==> src/lcd_cmd_defines.svh <==
// Constants for the display driver serial command port
//
// Overview of operation
// - Acknowledge every command byte once addressed
// - Ack holds data low through ninth high
// - Receive only; outputs are ack and clock hold
// - Power-saving: hold clock low until data byte processed
// - Respond to address 011100 plus select pin
// - Other select level ignores transfer until stop or repeated start
// - All selected devices acknowledge command bytes
// - Bit 7 set means another command follows
// - Data stored, pointers advanced, ack on match
// - Hardware subaddress from three input pins
// - Decode five command formats from bits 6..0
// - Mode-set bit 4 selects power-saving
// - Mode-set bit 3 enables the display
// - Mode-set bit 2 bias, ignored when static
// - Mode-set bits 1..0 select drive mode
// - Load-pointer copies low six bits
// - Device-select copies low three bits
// - Bank-select only in static or two-way
// - Blink-select; alternate blink falls back when 3/4-way
`ifndef LCD_CMD_DEFINES_SVH
`define LCD_CMD_DEFINES_SVH

`define SLAVE_ADDR_UPPER 6'h1C
`define CONT_BIT         3'h7
`define MODE_LP_BIT      3'h4
`define MODE_EN_BIT      3'h3
`define MODE_BIAS_BIT    3'h2
`define BANK_IN_BIT      3'h1
`define BANK_OUT_BIT     3'h0
`define BLINK_AB_BIT     3'h2
`define PTR_LAST         7'h27
`define PTR_SPAN         7'h28
`define DRIVE_STATIC     2'h1
`define DRIVE_MUX2       2'h2
`define DRIVE_MUX3       2'h3
`define DRIVE_MUX4       2'h0
`define STEP_STATIC      7'h08
`define STEP_MUX2        7'h04
`define STEP_MUX3        7'h03
`define STEP_MUX4        7'h02
`define RST_DRIVE_MODE   2'h0
`define RST_BLINK_RATE   2'h0
`define RST_PTR          6'h00
`define RST_SUBADDR      3'h0
`define CLK_PERIOD_NS    50
`define LP_PROC_TIME_NS  800
`define LP_PROC_CYCLES   ((`LP_PROC_TIME_NS + `CLK_PERIOD_NS - 1) / `CLK_PERIOD_NS)
`define FIFO_DEPTH       8

`endif

==> src/lcd_cmd_pkg.sv <==
// Types shared by the display driver serial command port
package lcd_cmd_pkg;
    typedef enum logic [2:0] {
        L_IDLE, L_RECV, L_HOLD, L_ACK, L_IGNORE
    } link_e;

    typedef enum logic [1:0] {
        K_ADDR, K_CMD, K_DATA
    } kind_e;

    typedef enum logic [2:0] {
        C_POINTER, C_MODE, C_DEVSEL, C_BANK, C_BLINK, C_NONE
    } cmd_e;

    // One received byte with its command tag
    typedef struct packed {
        logic       is_cmd;
        logic [7:0] data;
    } fifo_word_s;

    // Settings left by the command stream
    typedef struct packed {
        logic       power_saving;
        logic       display_en;
        logic       bias_half;
        logic [1:0] drive_mode;
        logic       in_bank;
        logic       out_bank;
        logic       alt_blink;
        logic [1:0] blink_rate;
    } mode_cfg_s;
endpackage : lcd_cmd_pkg

==> src/lcd_driver_i2c_command_port.sv <==
// Serial command port of a segment display driver: receiver, queue and decoder
`timescale 1ns/1ps
`include "lcd_cmd_defines.svh"
module lcd_driver_i2c_command_port (
    input  wire logic       clk_i,
    input  wire logic       rst_b_i,
    input  wire logic       scl_i,
    output logic            scl_o,
    output logic            scl_oe_o,
    input  wire logic       sda_i,
    output logic            sda_o,
    output logic            sda_oe_o,
    input  wire logic       address_lsb_select_pin_i,
    input  wire logic       hw_subaddr_bit_zero_i,
    input  wire logic       hw_subaddr_bit_one_i,
    input  wire logic       hw_subaddr_bit_two_i,
    output logic            power_saving_select_o,
    output logic            display_enable_o,
    output logic            bias_half_o,
    output logic [1:0]      drive_mode_o,
    output logic            input_bank_o,
    output logic            output_bank_o,
    output logic            alt_bank_blink_flag_o,
    output logic [1:0]      blink_rate_field_o,
    output logic [5:0]      data_ptr_o,
    output logic [2:0]      subaddr_cnt_o,
    output logic            wr_valid_o,
    output logic [5:0]      wr_addr_o,
    output logic [7:0]      wr_data_o,
    output logic            wr_bank_o
);
    localparam logic [4:0] LP_BUSY = 5'(`LP_PROC_CYCLES - 1);

    typedef struct packed {
        lcd_cmd_pkg::link_e     lstate;
        lcd_cmd_pkg::kind_e     kind;
        logic                   scl_prev;
        logic                   sda_prev;
        logic [3:0]             bit_cnt;
        logic [7:0]             shreg;
        logic                   pushed;
        logic                   fell;
        logic                   ack_hi;
        logic                   sda_oe;
        logic                   scl_oe;
        logic [4:0]             busy_cnt;
        lcd_cmd_pkg::mode_cfg_s cfg;
        logic [5:0]             ptr;
        logic [2:0]             sub;
        logic                   last_match;
        logic                   wr_valid;
        logic [5:0]             wr_addr;
        logic [7:0]             wr_data;
        logic                   wr_bank;
    } port_s;

    port_s st_q;
    port_s st_d;

    logic [5:0]              pins_sync;
    logic                    s_scl;
    logic                    s_sda;
    logic                    s_sel;
    logic [2:0]              hw_sub;
    logic                    scl_rise;
    logic                    scl_fall;
    logic                    start_cond;
    logic                    stop_cond;
    logic                    addr_hit;
    logic                    push_valid;
    logic                    push_ready;
    lcd_cmd_pkg::fifo_word_s push_word;
    logic                    pop_valid;
    logic                    pop_ready;
    lcd_cmd_pkg::fifo_word_s pop_word;
    logic                    drained;
    logic [6:0]              next_ptr;

    // Command format from bits 6..0
    function automatic lcd_cmd_pkg::cmd_e decode_cmd(input logic [6:0] b);
        lcd_cmd_pkg::cmd_e c;
        c = lcd_cmd_pkg::C_NONE;
        if (!b[6]) begin
            c = lcd_cmd_pkg::C_POINTER;
        end else if (!b[5]) begin
            c = lcd_cmd_pkg::C_MODE;
        end else if (b[4:3] == 2'h0) begin
            c = lcd_cmd_pkg::C_DEVSEL;
        end else if (b[4:3] == 2'h2) begin
            c = lcd_cmd_pkg::C_BLINK;
        end else if (b[4:2] == 3'h6) begin
            c = lcd_cmd_pkg::C_BANK;
        end
        return c;
    endfunction : decode_cmd

    // Bank switching exists only in static and two-way drive
    function automatic logic has_alt_bank(input logic [1:0] mode);
        return (mode == `DRIVE_STATIC) || (mode == `DRIVE_MUX2);
    endfunction : has_alt_bank

    // Pointer advance per data byte
    function automatic logic [6:0] ptr_step(input logic [1:0] mode);
        logic [6:0] s;
        case (mode)
            `DRIVE_STATIC: s = `STEP_STATIC;
            `DRIVE_MUX2:   s = `STEP_MUX2;
            `DRIVE_MUX3:   s = `STEP_MUX3;
            default:       s = `STEP_MUX4;
        endcase
        return s;
    endfunction : ptr_step

    // Bus lines and straps all come from outside the clock domain
    pin_sync #(
        .WIDTH (6)
    ) u_sync (
        .clk_i   (clk_i),
        .rst_b_i (rst_b_i),
        .pin_i   ({hw_subaddr_bit_two_i, hw_subaddr_bit_one_i, hw_subaddr_bit_zero_i,
                   address_lsb_select_pin_i, sda_i, scl_i}),
        .sync_o  (pins_sync)
    );

    assign s_scl  = pins_sync[0];
    assign s_sda  = pins_sync[1];
    assign s_sel  = pins_sync[2];
    assign hw_sub = pins_sync[5:3];

    // Bus events from synchronised levels
    assign scl_rise   = s_scl && !st_q.scl_prev;
    assign scl_fall   = !s_scl && st_q.scl_prev;
    assign start_cond = s_scl && st_q.scl_prev && st_q.sda_prev && !s_sda;
    assign stop_cond  = s_scl && st_q.scl_prev && !st_q.sda_prev && s_sda;

    // Write address only; a read request is never answered
    assign addr_hit = (st_q.shreg[7:2] == `SLAVE_ADDR_UPPER)
                   && (st_q.shreg[1] == s_sel) && !st_q.shreg[0];

    // Each command or data byte is queued once
    assign push_valid = (st_q.lstate == lcd_cmd_pkg::L_HOLD)
                     && (st_q.kind != lcd_cmd_pkg::K_ADDR) && !st_q.pushed;
    assign push_word.is_cmd = (st_q.kind == lcd_cmd_pkg::K_CMD);
    assign push_word.data   = st_q.shreg;

    byte_fifo #(
        .WIDTH ($bits(lcd_cmd_pkg::fifo_word_s)),
        .DEPTH (`FIFO_DEPTH)
    ) u_fifo (
        .clk_i       (clk_i),
        .rst_b_i     (rst_b_i),
        .in_valid_i  (push_valid),
        .in_ready_o  (push_ready),
        .in_data_i   (push_word),
        .out_valid_o (pop_valid),
        .out_ready_i (pop_ready),
        .out_data_o  (pop_word)
    );

    // Decoder takes a byte only when its previous work is done
    assign pop_ready = (st_q.busy_cnt == 5'h00);
    assign drained   = !pop_valid && (st_q.busy_cnt == 5'h00);
    assign next_ptr  = {1'b0, st_q.ptr} + ptr_step(st_q.cfg.drive_mode);

    // Link state and decoder, one next-state copy
    always_comb begin
        st_d          = st_q;
        st_d.scl_prev = s_scl;
        st_d.sda_prev = s_sda;
        st_d.wr_valid = 1'b0;

        // Receiver
        if (start_cond) begin
            st_d.lstate  = lcd_cmd_pkg::L_RECV;
            st_d.kind    = lcd_cmd_pkg::K_ADDR;
            st_d.bit_cnt = 4'h0;
            st_d.sda_oe  = 1'b0;
            st_d.scl_oe  = 1'b0;
        end else if (stop_cond) begin
            st_d.lstate = lcd_cmd_pkg::L_IDLE;
            st_d.sda_oe = 1'b0;
            st_d.scl_oe = 1'b0;
        end else begin
            case (st_q.lstate)
                lcd_cmd_pkg::L_RECV: begin
                    if (scl_rise) begin
                        st_d.shreg   = {st_q.shreg[6:0], s_sda};
                        st_d.bit_cnt = st_q.bit_cnt + 4'h1;
                        if (st_q.bit_cnt == 4'h7) begin
                            st_d.lstate = lcd_cmd_pkg::L_HOLD;
                            st_d.pushed = 1'b0;
                            st_d.fell   = 1'b0;
                        end
                    end
                end
                lcd_cmd_pkg::L_HOLD: begin
                    if (push_valid && push_ready) begin
                        st_d.pushed = 1'b1;
                    end
                    if (scl_fall) begin
                        st_d.fell = 1'b1;
                    end
                    if (st_q.fell) begin
                        st_d.ack_hi = 1'b0;
                        if (st_q.kind == lcd_cmd_pkg::K_ADDR) begin
                            if (addr_hit) begin
                                st_d.lstate = lcd_cmd_pkg::L_ACK;
                                st_d.sda_oe = 1'b1;
                                st_d.kind   = lcd_cmd_pkg::K_CMD;
                            end else begin
                                st_d.lstate = lcd_cmd_pkg::L_IGNORE;
                            end
                        end else if (st_q.pushed && (st_q.kind == lcd_cmd_pkg::K_CMD)) begin
                            st_d.lstate = lcd_cmd_pkg::L_ACK;
                            st_d.sda_oe = 1'b1;
                            if (!st_q.shreg[`CONT_BIT]) begin
                                st_d.kind = lcd_cmd_pkg::K_DATA;
                            end
                        end else if (st_q.pushed && drained) begin
                            // Data ack waits for the subaddress verdict
                            st_d.lstate = lcd_cmd_pkg::L_ACK;
                            st_d.sda_oe = st_q.last_match;
                        end else begin
                            st_d.scl_oe = 1'b1;
                        end
                    end
                end
                lcd_cmd_pkg::L_ACK: begin
                    // Clock freed a cycle after the ack so data leads the high phase
                    st_d.scl_oe = 1'b0;
                    if (scl_rise) begin
                        st_d.ack_hi = 1'b1;
                    end
                    if (st_q.ack_hi && scl_fall) begin
                        st_d.sda_oe  = 1'b0;
                        st_d.lstate  = lcd_cmd_pkg::L_RECV;
                        st_d.bit_cnt = 4'h0;
                    end
                end
                lcd_cmd_pkg::L_IGNORE: begin
                    st_d.sda_oe = 1'b0;
                end
                default: begin
                    st_d.lstate = lcd_cmd_pkg::L_IDLE;
                end
            endcase
        end

        // Decoder; in power-saving mode each byte costs a fixed busy time
        if (st_q.busy_cnt != 5'h00) begin
            st_d.busy_cnt = st_q.busy_cnt - 5'h01;
        end
        if (pop_valid && pop_ready) begin
            st_d.busy_cnt = st_q.cfg.power_saving ? LP_BUSY : 5'h00;
            if (pop_word.is_cmd) begin
                case (decode_cmd(pop_word.data[6:0]))
                    lcd_cmd_pkg::C_POINTER: begin
                        st_d.ptr = pop_word.data[5:0];
                    end
                    lcd_cmd_pkg::C_MODE: begin
                        st_d.cfg.power_saving = pop_word.data[`MODE_LP_BIT];
                        st_d.cfg.display_en   = pop_word.data[`MODE_EN_BIT];
                        st_d.cfg.bias_half    = pop_word.data[`MODE_BIAS_BIT];
                        st_d.cfg.drive_mode   = pop_word.data[1:0];
                    end
                    lcd_cmd_pkg::C_DEVSEL: begin
                        st_d.sub = pop_word.data[2:0];
                    end
                    lcd_cmd_pkg::C_BANK: begin
                        if (has_alt_bank(st_q.cfg.drive_mode)) begin
                            st_d.cfg.in_bank  = pop_word.data[`BANK_IN_BIT];
                            st_d.cfg.out_bank = pop_word.data[`BANK_OUT_BIT];
                        end
                    end
                    lcd_cmd_pkg::C_BLINK: begin
                        st_d.cfg.alt_blink  = pop_word.data[`BLINK_AB_BIT];
                        st_d.cfg.blink_rate = pop_word.data[1:0];
                    end
                    default: begin
                        st_d.cfg = st_q.cfg;
                    end
                endcase
            end else begin
                // Non-matching devices still advance to stay in step
                st_d.last_match = (st_q.sub == hw_sub);
                if (st_q.sub == hw_sub) begin
                    st_d.wr_valid = 1'b1;
                    st_d.wr_addr  = st_q.ptr;
                    st_d.wr_data  = pop_word.data;
                    st_d.wr_bank  = st_q.cfg.in_bank;
                end
                if (next_ptr > `PTR_LAST) begin
                    st_d.ptr = 6'(next_ptr - `PTR_SPAN);
                    st_d.sub = st_q.sub + 3'h1;
                end else begin
                    st_d.ptr = next_ptr[5:0];
                end
            end
        end
    end

    // Single state register
    always_ff @(posedge clk_i or negedge rst_b_i) begin
        if (!rst_b_i) begin
            st_q                 <= '0;
            st_q.lstate          <= lcd_cmd_pkg::L_IDLE;
            st_q.kind            <= lcd_cmd_pkg::K_ADDR;
            st_q.scl_prev        <= 1'b1;
            st_q.sda_prev        <= 1'b1;
            st_q.cfg.drive_mode  <= `RST_DRIVE_MODE;
            st_q.cfg.blink_rate  <= `RST_BLINK_RATE;
            st_q.ptr             <= `RST_PTR;
            st_q.sub             <= `RST_SUBADDR;
        end else begin
            st_q <= st_d;
        end
    end

    // Open-drain lines only ever pull low
    assign scl_o    = 1'b0;
    assign sda_o    = 1'b0;
    assign scl_oe_o = st_q.scl_oe;
    assign sda_oe_o = st_q.sda_oe;

    // Effective settings; bias and alternate blink gated by drive mode
    assign power_saving_select_o = st_q.cfg.power_saving;
    assign display_enable_o      = st_q.cfg.display_en;
    assign bias_half_o           = st_q.cfg.bias_half
                                && (st_q.cfg.drive_mode != `DRIVE_STATIC);
    assign drive_mode_o          = st_q.cfg.drive_mode;
    assign input_bank_o          = st_q.cfg.in_bank;
    assign output_bank_o         = st_q.cfg.out_bank;
    assign alt_bank_blink_flag_o = st_q.cfg.alt_blink
                                && has_alt_bank(st_q.cfg.drive_mode);
    assign blink_rate_field_o    = st_q.cfg.blink_rate;
    assign data_ptr_o            = st_q.ptr;
    assign subaddr_cnt_o         = st_q.sub;
    assign wr_valid_o            = st_q.wr_valid;
    assign wr_addr_o             = st_q.wr_addr;
    assign wr_data_o             = st_q.wr_data;
    assign wr_bank_o             = st_q.wr_bank;
endmodule : lcd_driver_i2c_command_port

==> src/pin_sync.sv <==
// Two-flop synchroniser for asynchronous pins
`timescale 1ns/1ps
module pin_sync #(
    parameter int WIDTH = 6
) (
    input  wire logic             clk_i,
    input  wire logic             rst_b_i,
    input  wire logic [WIDTH-1:0] pin_i,
    output logic      [WIDTH-1:0] sync_o
);
    typedef struct packed {
        logic [WIDTH-1:0] meta;
        logic [WIDTH-1:0] stable;
    } sync_s;

    sync_s st_q;
    sync_s st_d;

    // First stage feeds only the second
    always_comb begin
        st_d.meta   = pin_i;
        st_d.stable = st_q.meta;
    end

    // Idle bus level is high on every pin
    always_ff @(posedge clk_i or negedge rst_b_i) begin
        if (!rst_b_i) begin
            st_q <= '1;
        end else begin
            st_q <= st_d;
        end
    end

    assign sync_o = st_q.stable;
endmodule : pin_sync

==> src/byte_fifo.sv <==
// Flip-flop FIFO with valid/ready on both sides
`timescale 1ns/1ps
module byte_fifo #(
    parameter int WIDTH = 9,
    parameter int DEPTH = 8
) (
    input  wire logic             clk_i,
    input  wire logic             rst_b_i,
    input  wire logic             in_valid_i,
    output logic                  in_ready_o,
    input  wire logic [WIDTH-1:0] in_data_i,
    output logic                  out_valid_o,
    input  wire logic             out_ready_i,
    output logic      [WIDTH-1:0] out_data_o
);
    localparam int AW = $clog2(DEPTH);

    typedef struct packed {
        logic [DEPTH-1:0][WIDTH-1:0] mem;
        logic [AW:0]                 wr_ptr;
        logic [AW:0]                 rd_ptr;
    } fifo_s;

    fifo_s st_q;
    fifo_s st_d;
    logic  full;
    logic  empty;

    // Extra pointer bit tells full from empty
    assign empty       = (st_q.wr_ptr == st_q.rd_ptr);
    assign full        = (st_q.wr_ptr[AW] != st_q.rd_ptr[AW])
                      && (st_q.wr_ptr[AW-1:0] == st_q.rd_ptr[AW-1:0]);
    assign in_ready_o  = !full;
    assign out_valid_o = !empty;
    assign out_data_o  = st_q.mem[st_q.rd_ptr[AW-1:0]];

    // Push and pop may share a cycle
    always_comb begin
        st_d = st_q;
        if (in_valid_i && !full) begin
            st_d.mem[st_q.wr_ptr[AW-1:0]] = in_data_i;
            st_d.wr_ptr = st_q.wr_ptr + 1'b1;
        end
        if (out_ready_i && !empty) begin
            st_d.rd_ptr = st_q.rd_ptr + 1'b1;
        end
    end

    always_ff @(posedge clk_i or negedge rst_b_i) begin
        if (!rst_b_i) begin
            st_q <= '0;
        end else begin
            st_q <= st_d;
        end
    end
endmodule : byte_fifo

==> config.mk <==
export PLATFORM = sky130hd
export DESIGN_NAME = lcd_driver_i2c_command_port
export DESIGN_NICKNAME = d
export VERILOG_FILES = /design/src/lcd_cmd_pkg.sv /design/src/lcd_driver_i2c_command_port.sv /design/src/pin_sync.sv /design/src/byte_fifo.sv
export VERILOG_INCLUDE_DIRS = /design/src
export SDC_FILE = /design/constraint.sdc
export NUM_CORES = 1
export LEC_CHECK = 0
export BUFFER_PORTS_ARGS = -buffer_cell sky130_fd_sc_hd__buf_4
export CAP_MARGIN = 20
export CORE_ASPECT_RATIO = 0.7
export CORE_MARGIN = 1
export CORE_UTILIZATION = 60
export CTS_CLUSTER_DIAMETER = 50
export DETAILED_ROUTE_END_ITERATION = 6
export GPL_ROUTABILITY_DRIVEN = 0
export PLACE_DENSITY = 0.86
export SKIP_CTS_REPAIR_TIMING = 1
export SKIP_LAST_GASP = 1
export SLEW_MARGIN = 15
export SYNTH_ARGS = -nofsm -noshare
export SYNTH_HDL_FRONTEND = slang
export SYNTH_SLANG_ARGS = --single-unit
==> constraint.sdc <==
create_clock -name clk_i -period 3.78 [get_ports clk_i]
set_clock_uncertainty 0.15 [all_clocks]
set_input_delay 0.756 -clock clk_i [delete_from_list [all_inputs] [get_ports clk_i]]
set_output_delay 0.756 -clock clk_i [all_outputs]
set_load 0.03 [all_outputs]
### Yosys cells after proc, flatten, opt, wreduce, memory -nomap -nowiden

Cells that the tools add are included.

| word-level totals | value |
|---|---|
| flip-flop bits (word level) | 157 |
| bits in latches | 0 |
| RAM bits | 0 |
| ROM bits | 0 |
| output and inout port bits | 39 |
| logic and storage cells | 229 |
| memories | 0 |

| operators by class | value |
|---|---|
| $add $sub $neg | 7 |
| $mul | 0 |
| divide/modulo/power cells | 0 |
| order comparisons | 4 |
| equal/unequal tests | 45 |
| shift operators | 0 |
| muxes and demuxes | 69 |
| bitwise logic cells | 3 |
| reduce and logical (&&, ||, !) cells | 62 |

Operators with widths:

| operator | count |
|---|---|
| $bwmux 72 | 1 |
| $mux 3 | 18 |
| $mux 41 | 1 |
| $ne 4x4->1 const B | 7 |
| $bmux 9 s3 | 1 |
| $demux 9 s3 | 1 |
| $mux 9 | 3 |
| $mux 5 | 5 |
| $reduce_and 6->1 | 4 |
| $logic_and 1x1->1 | 21 |
| $mux 2 | 10 |
| $mux 17 | 1 |
| $mux 16 | 1 |
| $mux 15 | 1 |
| $reduce_and 5->1 | 3 |
| $mux 14 | 1 |
| $reduce_bool 2->1 | 7 |
| $add 4x1->4 const B | 3 |
| $eq 3x2->1 const B | 4 |
| $mux 4 | 3 |
| $mux 6 | 2 |
| $ne 2x2->1 const B | 6 |
| $ne 3x3->1 const B | 4 |
| $pmux 3 s4 | 1 |
| other kinds (41) | 81 |

### Longest topological paths before layout

Gate-level depths: netlist of the first run.

| depth | value |
|---|---|
| depth after elaboration | 14 |
| gate-level depth with buffers | 13 |
| depth with buffers taken out | 13 |

### Modules after synthesis

Synthesis of the first run repeated with hierarchy kept, for this count alone.

| second synthesis, totals | value |
|---|---|
| cells, all modules | 624 |
| area total of the unflattened synthesis | 7848.8 µm² |

By module, submodules not included:

| module | times used | cells an instance | area an instance (µm²) |
|---|---|---|---|
| byte_fifo | 1 | 229 | 3837.4 |
| lcd_driver_i2c_command_port | 1 | 383 | 3696.0 |
| pin_sync | 1 | 12 | 315.3 |

### Worst setup path after synthesis of the first run

OpenSTA, ideal clock, no wires.

| path | value |
|---|---|
| path kind | reg2reg |
| start | register st_q, in the netlist drive_mode_o[0] |
| end | register st_q, in the netlist data_ptr_o[3] |
| arrival time | 3.137 ns |
| data required time | 3.506 ns |
| setup slack | 0.369 ns |
| cell stages (with the launch flop) | 14 |
| path buffers | 0 |
| clock period less this slack | 3.411 ns |
| cells stage by stage | dfrtp_1 inv_1 ha_1 inv_1 fa_1 nand2b_1 a21oi_1 xnor2_1 ha_1 o21ai_1 or3b_2 a32oi_2 xnor2_1 a211o_1 |

| on the way | value |
|---|---|
| cells in the longest elaborated chain, start to end | 6 |

Ends and longest elaborated chain:

| item | RTL line | RTL |
|---|---|---|
| from (decl) | lcd_driver_i2c_command_port.sv:57 | `port_s st_q;` |
| from (signal assigned) | lcd_driver_i2c_command_port.sv:315 | `st_q <= st_d;` |
| $eq 2x2->1 / $eq 2x1->1 (equally long branches) | lcd_driver_i2c_command_port.sv:105 | `case (mode)` |
| $pmux 4 s3 (*) | lcd_driver_i2c_command_port.sv:105 |  |
| $add 6x4->7 (*) | lcd_driver_i2c_command_port.sv:163 | `assign next_ptr = {1'b0, st_q.ptr} + ptr_step(st_q.cfg.drive_mode);` |
| $sub 6x6->6 (no line) / $gt 7x6->1 (equally long branches) | - |  |
| $mux 6 (*) | lcd_driver_i2c_command_port.sv:292 | `` if (next_ptr > `PTR_LAST) begin `` |
| $mux 9 (*) | lcd_driver_i2c_command_port.sv:255 | `if (pop_word.is_cmd) begin` |

Every way passes the cells marked *; elsewhere a longest branch is shown, timed or not.
A chain may end at the register's enable or synchronous reset.

### Worst setup path after layout of the first run

| path | value |
|---|---|
| start | register st_q, in the netlist drive_mode_o[0] |
| end | register st_q, in the netlist subaddr_cnt_o[2] |

| on the way | value |
|---|---|
| cells in the longest elaborated chain, start to end | 6 |

Ends and longest elaborated chain:

| item | RTL line |
|---|---|
| $eq 2x2->1 / $eq 2x1->1 (equally long branches) | lcd_driver_i2c_command_port.sv:105 |
| $pmux 4 s3 (*) | lcd_driver_i2c_command_port.sv:105 |
| $add 6x4->7 (*) | lcd_driver_i2c_command_port.sv:163 |
| $gt 7x6->1 (no line) (*) | - |
| $reduce_bool 2->1 (no line) (*) | - |
| $reduce_and 3->1 (no line) (*) | - |

Marks and branches as above.

==> metrics, run 1 <==
chip width 138 µm; PnR worst setup slack 0.163 ns; Synth Cell Area 7810 µm²; Final Hold Fails 0; final worst path period share 95.7%; worst min-delay path class input pin to async pin; CP cell instances inv_1 > ha_4 > inv_1 > fa_1 > nand2b_1 > a21oi_4 > xnor2_1 > ha_1 > o21ai_2 > or3b_4 > a32oi_4 > a21oi_2 > mux2_2; Syn Area/Cell 12.4 µm²; post-route antenna net violation count 0; RSZ-0062 raised after global routing no; Rel. slew slack 45.1%; CTS tree yes; max-slew violation count 0; drc violations 11; IR Drop Worst-Case VDD roughly 340 µV; WHS 0.189 ns; Synth Flop Type dfrtp_1; most common cell after layout, fill and taps aside dfrtp_1; DRT Pass-1 Iters 7; Reg2Reg Depth 13; clk sinks between 150 and 200; H-tree levels 4; Post-synth ARST share 100%; FF-to-FF End subaddr_cnt_o[2]; DR WL/cell 20.8 µm; vias in the first global route between 5k and 6k; crit path kind register to register; CTS clock-pin slew for the worst setup and hold paths 0.06 ns; synth warn 0; Synth Register Bits 157; critical path startpoint category register; post-layout util 70.8%; I/O pin count 47; largest net degree at the start of global routing 77; Leak Pwr 4.28 nW; Post-synth EDFFs 0; Mapped Cells 630; CP peak stage delay 0.43 ns; clock buffer depth 2; dpl ws -0.0113 ns; most frequent cells in the layout 142 x dfrtp_1, 84 x mux2_2, 60 x nand2_1; die height 97.5 µm; Pwr Density 429 nW/µm²; Seq/Total Area, Yosys between 50% and 60%; wire length of the first global-routing pass 28.2 mm; Finish-stage setup viols 0; failing checks design-rule violations; Min Clock Period, post-route 3.62 ns; Worst Path Required 3.94 ns; Core Rows 34; Max Cap Viol 0; arrival time worst endpoint 3.77 ns; Core ar. ~13000 µm²; Tightest Pin Transition 0.813 ns; initial cell density of the core 62.3%; CP max FO 5; Reg2Reg Launch Point drive_mode_o[0]; reg2reg setup slack 0.16 ns; share of layout cells above drive strength 1 36.2%; drt via density 6.20; die area roughly 13000 µm²; routed vias 5142; initial antenna violation count 0; status finished with violations; Root Driver clkbuf_16; GRT overflow 0; Worst Setup End Kind register; PortBufs 44; critical path's slowest cell or3b_4; # nets final 677; Pwr Total about 3.8 mW; Final HPWL DP 11.0 mm; total wire length around 17 mm; Crit path top cell by count inv_1; number of CTS-inserted buffers 17; Netlist cell types 72; First DRT Iteration DRCs 532; clk_lat worst skew 0.43 ns; area grow syn2layout 13.7%; ANT cells 0; GR Util All Layers 27.2%; f_max 276 MHz
[report_power, final]
group          switching, mW  internal, mW  leakage, nW
Sequential            0.0140          1.70         2.14
Combinational         0.0576        0.0248         1.80
Clock                  0.690          1.33        0.334
[sequential cells by signal, indices dropped and copies added (netlist names), 3 cells and up]
signal	flops
u_fifo.st_q	80
u_sync.sync_o	6
u_sync.st_d	6
st_q	22
subaddr_cnt_o	3
data_ptr_o	6
wr_data_o	8
wr_addr_o	6
push_word	8
[per-layer routing]
layer  vias to the layer above  part of all wire, %  wire (µm)  global-route usage [%]
met5                         -                    0          0                       0
met4                         0                  2.3        391                    10.0
met3                        37                  6.1       1060                    6.80
met2                       193                   48       8270                    42.8
met1                      2649                   44       7520                    37.0
li1                       2263                    -          -                       -
[per-stage QoR]
step           TNS (ns)  cells  instance area (µm²)
3_5_place_dp    -0.0145    794                 8100
5_1_grt               0    830                 8890
3_3_place_gp          0    794                 8100
4_1_cts          -0.369    826                 8800
6_report              0    830                 8890
2_1_floorplan         0    631                 7820
[cell families after synthesis]
logic type / after synthesis / synth area share (%)
compound gates: 87 / 7.58
xor+xnor: 24 / 2.69
fa+ha+maj: 14 / 2.34
buf+inv: 70 / 5.35
flops: 157 / 50.5
mux: 120 / 20.1
other cells: 1 / 0.0480
simple gates: 157 / 11.4
[layout make-up]
class | instances | area (µm²)
Sequential cell | 157 | 3950
Inverter | 14 | 52.6
Clock buffer | 19 | 443
Timing Repair Buffer | 61 | 472
Clock inverter | 13 | 260
Tap cell | 162 | 203
Fill cell | 806 | 3660
Multi-Input combinational cell | 404 | 3510
[worst max-delay path: cells and delay by family (launching register included)]
kind,cells,cell delay (ns)
XOR/XNOR,1,0.13
multiplexers,1,0.29
buffers and inverters,2,0.18
flip-flops,1,0.40
AO/OA/AOI/OAI,4,0.74
adder cells (fa/ha/maj),3,0.97
AND/OR/NAND/NOR,2,0.65
[worst max-delay path by stage]
stage	from	endpoint	slack [ns]	cells past startpoint
detailed placement	drive_mode_o[0]	data_ptr_o[3]	-0.01	13
global placement	drive_mode_o[0]	data_ptr_o[3]	0.20	13
CTS	drive_mode_o[0]	data_ptr_o[3]	-0.12	13
finish	drive_mode_o[0]	subaddr_cnt_o[2]	0.16	13
floorplan	drive_mode_o[0]	data_ptr_o[3]	0.37	13
global route	drive_mode_o[0]	data_ptr_o[3]	0.03	12
[synthesized netlist by cell type, types with 8 or more instances]
library cell  count  area share, %
nor2_1           28            1.3
clkbuf_1         14           0.67
buf_4            32            3.1
inv_1            14           0.67
nor2b_1          10           0.80
dfrtp_1         143             46
nor3_1            8           0.51
xnor2_1          17            1.9
ha_1             13            2.1
mux4_2           17            4.9
nand2_1          60            2.9
a21oi_1          14           0.90
o21ai_0          29            1.9
dfstp_2          14            4.7
mux2_2           84             12
Note: power is estimated with default switching activity, not from simulation.
==> run 2: changes to the inputs <==
Settings changed: CORE_ASPECT_RATIO 0.7 to not set, PLACE_DENSITY 0.86 to 0.89.
==> metrics, run 2 (synthesis gave the netlist of run 1 again) <==
status finished, final reports clean (was finished with violations); vias in the first global route 5288 (was 5285); die area 13500 µm² (about the same); Crit path top cell by count ha_1 (was inv_1); Core Rows 41 (was 34); CTS tree yes (unchanged); clock power share 47.9% (was 52.9%); Psw 0.760 mW (was 0.762 mW); area grow syn2layout 12.0% (was 13.7%); initial antenna violation count 0 (unchanged); CTS clock-pin slew for the worst setup and hold paths 0.06 ns (about the same); Top Registers u_fifo.st_q x80, st_q x22 (unchanged); most frequent cells in the layout 142 x dfrtp_1, 84 x mux2_2, 60 x nand2_1, 60 x buf_4, 29 x o21ai_0 (was 142 x dfrtp_1, 84 x mux2_2, 60 x nand2_1); Core ar. 12700 µm² (was 12500 µm²); GR Util All Layers 27.6% (was 27.2%); share of layout cells above drive strength 1 36.1% (was 36.2%); clk sinks 157 (unchanged); WHS 0.204 ns (was 0.189 ns); largest net degree at the start of global routing 83 (was 77); CP max FO 5 (unchanged); part of the power in registers 49.7% (was 44.9%); PortBufs 44 (unchanged); Reg with most FFs u_fifo.st_q (unchanged); Finish-stage setup viols 0 (unchanged); Final HPWL DP 11.0 mm (about the same); Leak Pwr 4.20 nW (was 4.28 nW); final worst path period share 97.1% (was 95.7%); critical path startpoint category register (unchanged); worst min-delay path class input pin to async pin (unchanged); clk_lat worst skew 0.44 ns (was 0.43 ns); Pwr Density 394 nW/µm² (was 429 nW/µm²); total wire length 17.3 mm (was 17.2 mm); drt via density 6.17 (was 6.20); Worst Path Required 3.95 ns (was 3.94 ns); Rel. slew slack 30.4% (was 45.1%); ANT cells 0 (unchanged); # nets final 677 (unchanged); GRT overflow 0 (unchanged); max reg flops 80 (unchanged); Setup TNS Final 0 ns (unchanged); arrival time worst endpoint 3.84 ns (was 3.77 ns); Min Clock Period, post-route 3.67 ns (was 3.62 ns); critical path's slowest cell a32oi_1 (was or3b_4); initial cell density of the core 61.7% (was 62.3%); Max Cap Viol 0 (unchanged); Worst Setup End Kind register (unchanged); die height 116 µm (was 97.5 µm); I/O pin count 47 (unchanged); sw frac 22.1% (was 20.0%); Root Driver clkbuf_16 (unchanged); First DRT Iteration DRCs 489 (was 532); Final Hold Fails 0 (unchanged); Internal Power 2.69 mW (was 3.05 mW); DRT Pass-1 Iters 5 (was 7); crit path kind register to register (unchanged); clock buffer depth 2 (unchanged); routed vias 5184 (was 5142); DR WL/cell 20.5 µm (was 20.8 µm); wire length of the first global-routing pass 27.4 mm (was 28.2 mm); IR Drop Worst-Case VDD 343 µV (was 341 µV); CP peak stage delay 0.43 ns (about the same); CP cell instances ha_1 > ha_1 > inv_1 > fa_1 > nand2b_1 > a21oi_2 > xnor2_1 > ha_1 > o21ai_1 > a32oi_1 > a32oi_4 > a21oi_2 > mux2_2 (was inv_1 > ha_4 > inv_1 > fa_1 > nand2b_1 > a21oi_4 > xnor2_1 > ha_1 > o21ai_2 > or3b_4 > a32oi_4 > a21oi_2 > mux2_2); H-tree levels 4 (unchanged); drc violations 0 (was 11); f_max 272 MHz (was 276 MHz); number of CTS-inserted buffers 17 (unchanged); most common cell after layout, fill and taps aside dfrtp_1 (unchanged); max-slew violation count 0 (unchanged); post-route antenna net violation count 0 (unchanged); Tightest Pin Transition 1.04 ns (was 0.813 ns); combinational power share 2.4% (was 2.2%); chip width 116 µm (was 138 µm)
-- run 2: layer usage --
layer,global-route usage (%),routed length (µm)
met1,35.0,7130
met2,45.1,8620
met3,5.92,894
met4,13.8,617
met5,0,0
-- run 2: power groups by stage --
| stage | Clock, mW | Sequential, mW | Combinational, mW |
|---|---|---|---|
| floorplan | 0 | 1.74 | 0.0306 |
| global placement | 0 | 1.74 | 0.0795 |
| detailed placement | 0 | 1.74 | 0.0838 |
| CTS | 1.67 | 1.71 | 0.0845 |
| global route | 1.75 | 1.72 | 0.0924 |
| finish | 1.65 | 1.71 | 0.0823 |
-- run 2: final cells by class --
type	instances	area, µm²
Tap cell	172	215
Timing Repair Buffer	61	462
Multi-Input combinational cell	404	3490
Clock inverter	11	108
Fill cell	831	3920
Inverter	14	52.6
Clock buffer	21	470
Sequential cell	157	3950
-- run 2: through the flow --
stage | power [mW] | util (%) | worst slack, ns | cells | instance area [µm²]
after floorplan | 1.78 | - | 0.369 | 631 | 7820
after global placement | 1.82 | 64.0 | 0.215 | 805 | 8110
after detailed placement | 1.83 | 64.0 | -0.00213 | 805 | 8110
after CTS | 3.47 | 68.5 | -0.0759 | 837 | 8680
after global routing | 3.55 | 69.1 | -0.112 | 840 | 8750
final | 3.45 | 69.1 | 0.109 | 840 | 8750
-- run 2: worst paths after layout --
kind / start / end / slack (ns) / cells after the start
setup / recovery: drive_mode_o[1] / subaddr_cnt_o[1] / 0.11 / 13
max in group asynchronous: rst_b_i / u_sync.sync_o[1] / 2.40 / 2
min in group clk_i: u_sync.st_d[0] / u_sync.sync_o[0] / 0.21 / 0
setup reg to reg: drive_mode_o[1] / subaddr_cnt_o[1] / 0.11 / 13
hold reg to reg: u_sync.st_d[0] / u_sync.sync_o[0] / 0.21 / 0
hold / removal: rst_b_i / wr_addr_o[5] / 0.20 / 1
-- run 2: worst max-delay path: cells and delay by family (launching register included) --
| kind | cells | cell delay, ns |
|---|---|---|
| fa+ha+maj | 4 | 1.07 |
| mux | 1 | 0.35 |
| simple gates | 1 | 0.18 |
| flops | 1 | 0.42 |
| compound gates | 5 | 1.13 |
| xor+xnor | 1 | 0.19 |
| buf+inv | 1 | 0.07 |
==> run 3: changes to the inputs <==
Settings changed: CORE_ASPECT_RATIO set to 0.7, CORE_MARGIN 1 to 5.
==> metrics, run 3 (synthesis gave the netlist of run 1 again) <==
Pwr Density 416 nW/µm² (was 394 nW/µm²); Crit path top cell by count ha_1 (unchanged); GRT overflow 0 (unchanged); # nets final 673 (was 677); GR Util All Layers 23.9% (was 27.6%); CP peak stage delay 0.46 ns (was 0.43 ns); Reg with most FFs u_fifo.st_q (unchanged); Final HPWL DP 11.5 mm (was 11.0 mm); initial cell density of the core 62.0% (was 61.7%); Core ar. 12600 µm² (was 12700 µm²); CP max FO 4 (was 5); FILL cells 831 (unchanged); status finished, final reports clean (unchanged); Most Crowded Layer GR met2 (unchanged); clock buffer depth 2 (unchanged); Worst Path Required 3.93 ns (was 3.95 ns); Root Driver clkbuf_16 (unchanged); IR Drop Worst-Case VDD 306 µV (was 343 µV); CP cell instances ha_1 > ha_1 > inv_1 > fa_1 > nand2b_1 > a21oi_2 > xnor2_1 > ha_1 > o21ai_1 > or3b_4 > a32oi_4 > xnor2_1 > a211o_1 (was ha_1 > ha_1 > inv_1 > fa_1 > nand2b_1 > a21oi_2 > xnor2_1 > ha_1 > o21ai_1 > a32oi_1 > a32oi_4 > a21oi_2 > mux2_2); register area 3950 µm² (unchanged); PnR worst setup slack 0.0660 ns (was 0.109 ns); First DRT Iteration DRCs 498 (was 489); Top Registers u_fifo.st_q x80, st_q x22 (unchanged); I/O pin count 47 (unchanged); grt met1 use 31.4% (was 35.0%); CTS clock-pin slew for the worst setup and hold paths 0.06 ns (about the same); global routing usage on met3 6.78% (was 5.92%); Finish-stage setup viols 0 (unchanged); DRT Pass-1 Iters 7 (was 5); Placed Area 8070 µm² (was 8110 µm²); number of CTS-inserted buffers 17 (unchanged); die area 15400 µm² (was 13500 µm²); most frequent cells in the layout 142 x dfrtp_1, 84 x mux2_2, 60 x nand2_1 (was 142 x dfrtp_1, 84 x mux2_2, 60 x nand2_1, 60 x buf_4, 29 x o21ai_0); Reg2Reg Launch Point drive_mode_o[0] (was drive_mode_o[1]); chip width 146 µm (was 116 µm); Tightest Pin Transition 0.875 ns (was 1.04 ns); DR WL/cell 21.5 µm (was 20.5 µm); max reg flops 80 (unchanged); final worst path period share 98.3% (was 97.1%); initial antenna violation count 1 (was 0); Multi-input gate area 3490 µm² (unchanged); Final Hold Fails 0 (unchanged); PortBufs 44 (unchanged); CTS tree yes (unchanged); most common cell after layout, fill and taps aside dfrtp_1 (unchanged); wire length of the first global-routing pass 29.3 mm (was 27.4 mm); total wire length 17.7 mm (was 17.3 mm); CP Buf/Inv Count 1 (unchanged); Pwr Total 3.66 mW (was 3.45 mW); largest net degree at the start of global routing 79 (was 83); dpl ws -0.00490 ns (was -0.00213 ns); max-slew violation count 0 (unchanged); critical path startpoint category register (unchanged); critical path's slowest cell or3b_4 (was a32oi_1); Leak Pwr 4.21 nW (was 4.20 nW); RSZ-0062 raised after global routing no; ANT cells 0 (unchanged); die height 105 µm (was 116 µm); Min Clock Period, post-route 3.71 ns (was 3.67 ns); share of layout cells above drive strength 1 35.4% (was 36.1%); crit path kind register to register (unchanged); area grow syn2layout 12.4% (was 12.0%); arrival time worst endpoint 3.87 ns (was 3.84 ns); f_max 269 MHz (was 272 MHz); vias in the first global route 5492 (was 5288); CP top delay family adder cells (was compound AO/OA/AOI/OAI gates); clk sinks 157 (unchanged); clk_lat worst skew 0.42 ns (was 0.44 ns); Rel. slew slack 40.0% (was 30.4%); drt via density 6.27 (was 6.17); routed vias 5174 (was 5184); critical path startpoint drive_mode_o[0] (was drive_mode_o[1]); drc violations 0 (unchanged); post-route antenna net violation count 0 (unchanged); M2 GR Usage 38.5% (was 45.1%); H-tree levels 4 (unchanged); post-route design area 8780 µm² (was 8750 µm²); worst min-delay path class input pin to async pin (unchanged); Worst Setup End Kind register (unchanged); Core Rows 34 (was 41); Max Cap Viol 0 (unchanged)
-- run 3: cell types whose count changed in the layout (fill, tap and decap cells not counted) --
cell       previous run  this run
buf_12                0         1
bufinv_16             1         5
clkbuf_1              1         2
clkinv_4              3         2
buf_4                60        54
clkbuf_8              3         1
buf_2                 0         1
inv_6                 3         0
-- run 3: area by class of cell --
class                   instances  share of cell area (%)
well taps                     162                    2.31
flip-flops and latches        157                    45.0
clock inverters                11                    2.19
inverters                      14                   0.599
multi-input cells             404                    39.8
clock buffers                  20                    5.09
repair buffers                 57                    5.03
-- run 3: worst paths after layout --
check / slack [ns] / cells after the start / endpoint
max in group asynchronous: 2.51 / 2 / data_ptr_o[3]
worst min-delay path: 0.06 / 1 / u_fifo.st_q[36]
worst min register to register: 0.20 / 0 / u_sync.sync_o[0]
min in group clk_i: 0.20 / 0 / u_sync.sync_o[0]
worst max-delay path: 0.07 / 13 / data_ptr_o[3]
worst max register to register: 0.07 / 13 / data_ptr_o[3]
-- run 3: report_power, final --
part	switching, mW	leakage, nW	internal [mW]
logic	0.0585	1.77	0.0249
clock network	0.673	0.306	1.18
registers	0.0136	2.14	1.70
-- run 3: stage by stage --
stage               hold slack, ns  setup TNS [ns]  utilization, %  cells
global route                0.0698               0            69.7    825
global placement             0.196               0            64.1    790
finish                      0.0560               0            69.7    825
CTS                         0.0616          -0.164            69.1    821
floorplan                    0.195               0               -    631
detailed placement           0.197        -0.00490            64.1    790
-- run 3: layer usage --
metal | part of all wire [%] | wire length, µm
met1 | 42 | 7360
met2 | 49 | 8670
met3 | 6.6 | 1180
met4 | 2.8 | 490
met5 | 0.073 | 13
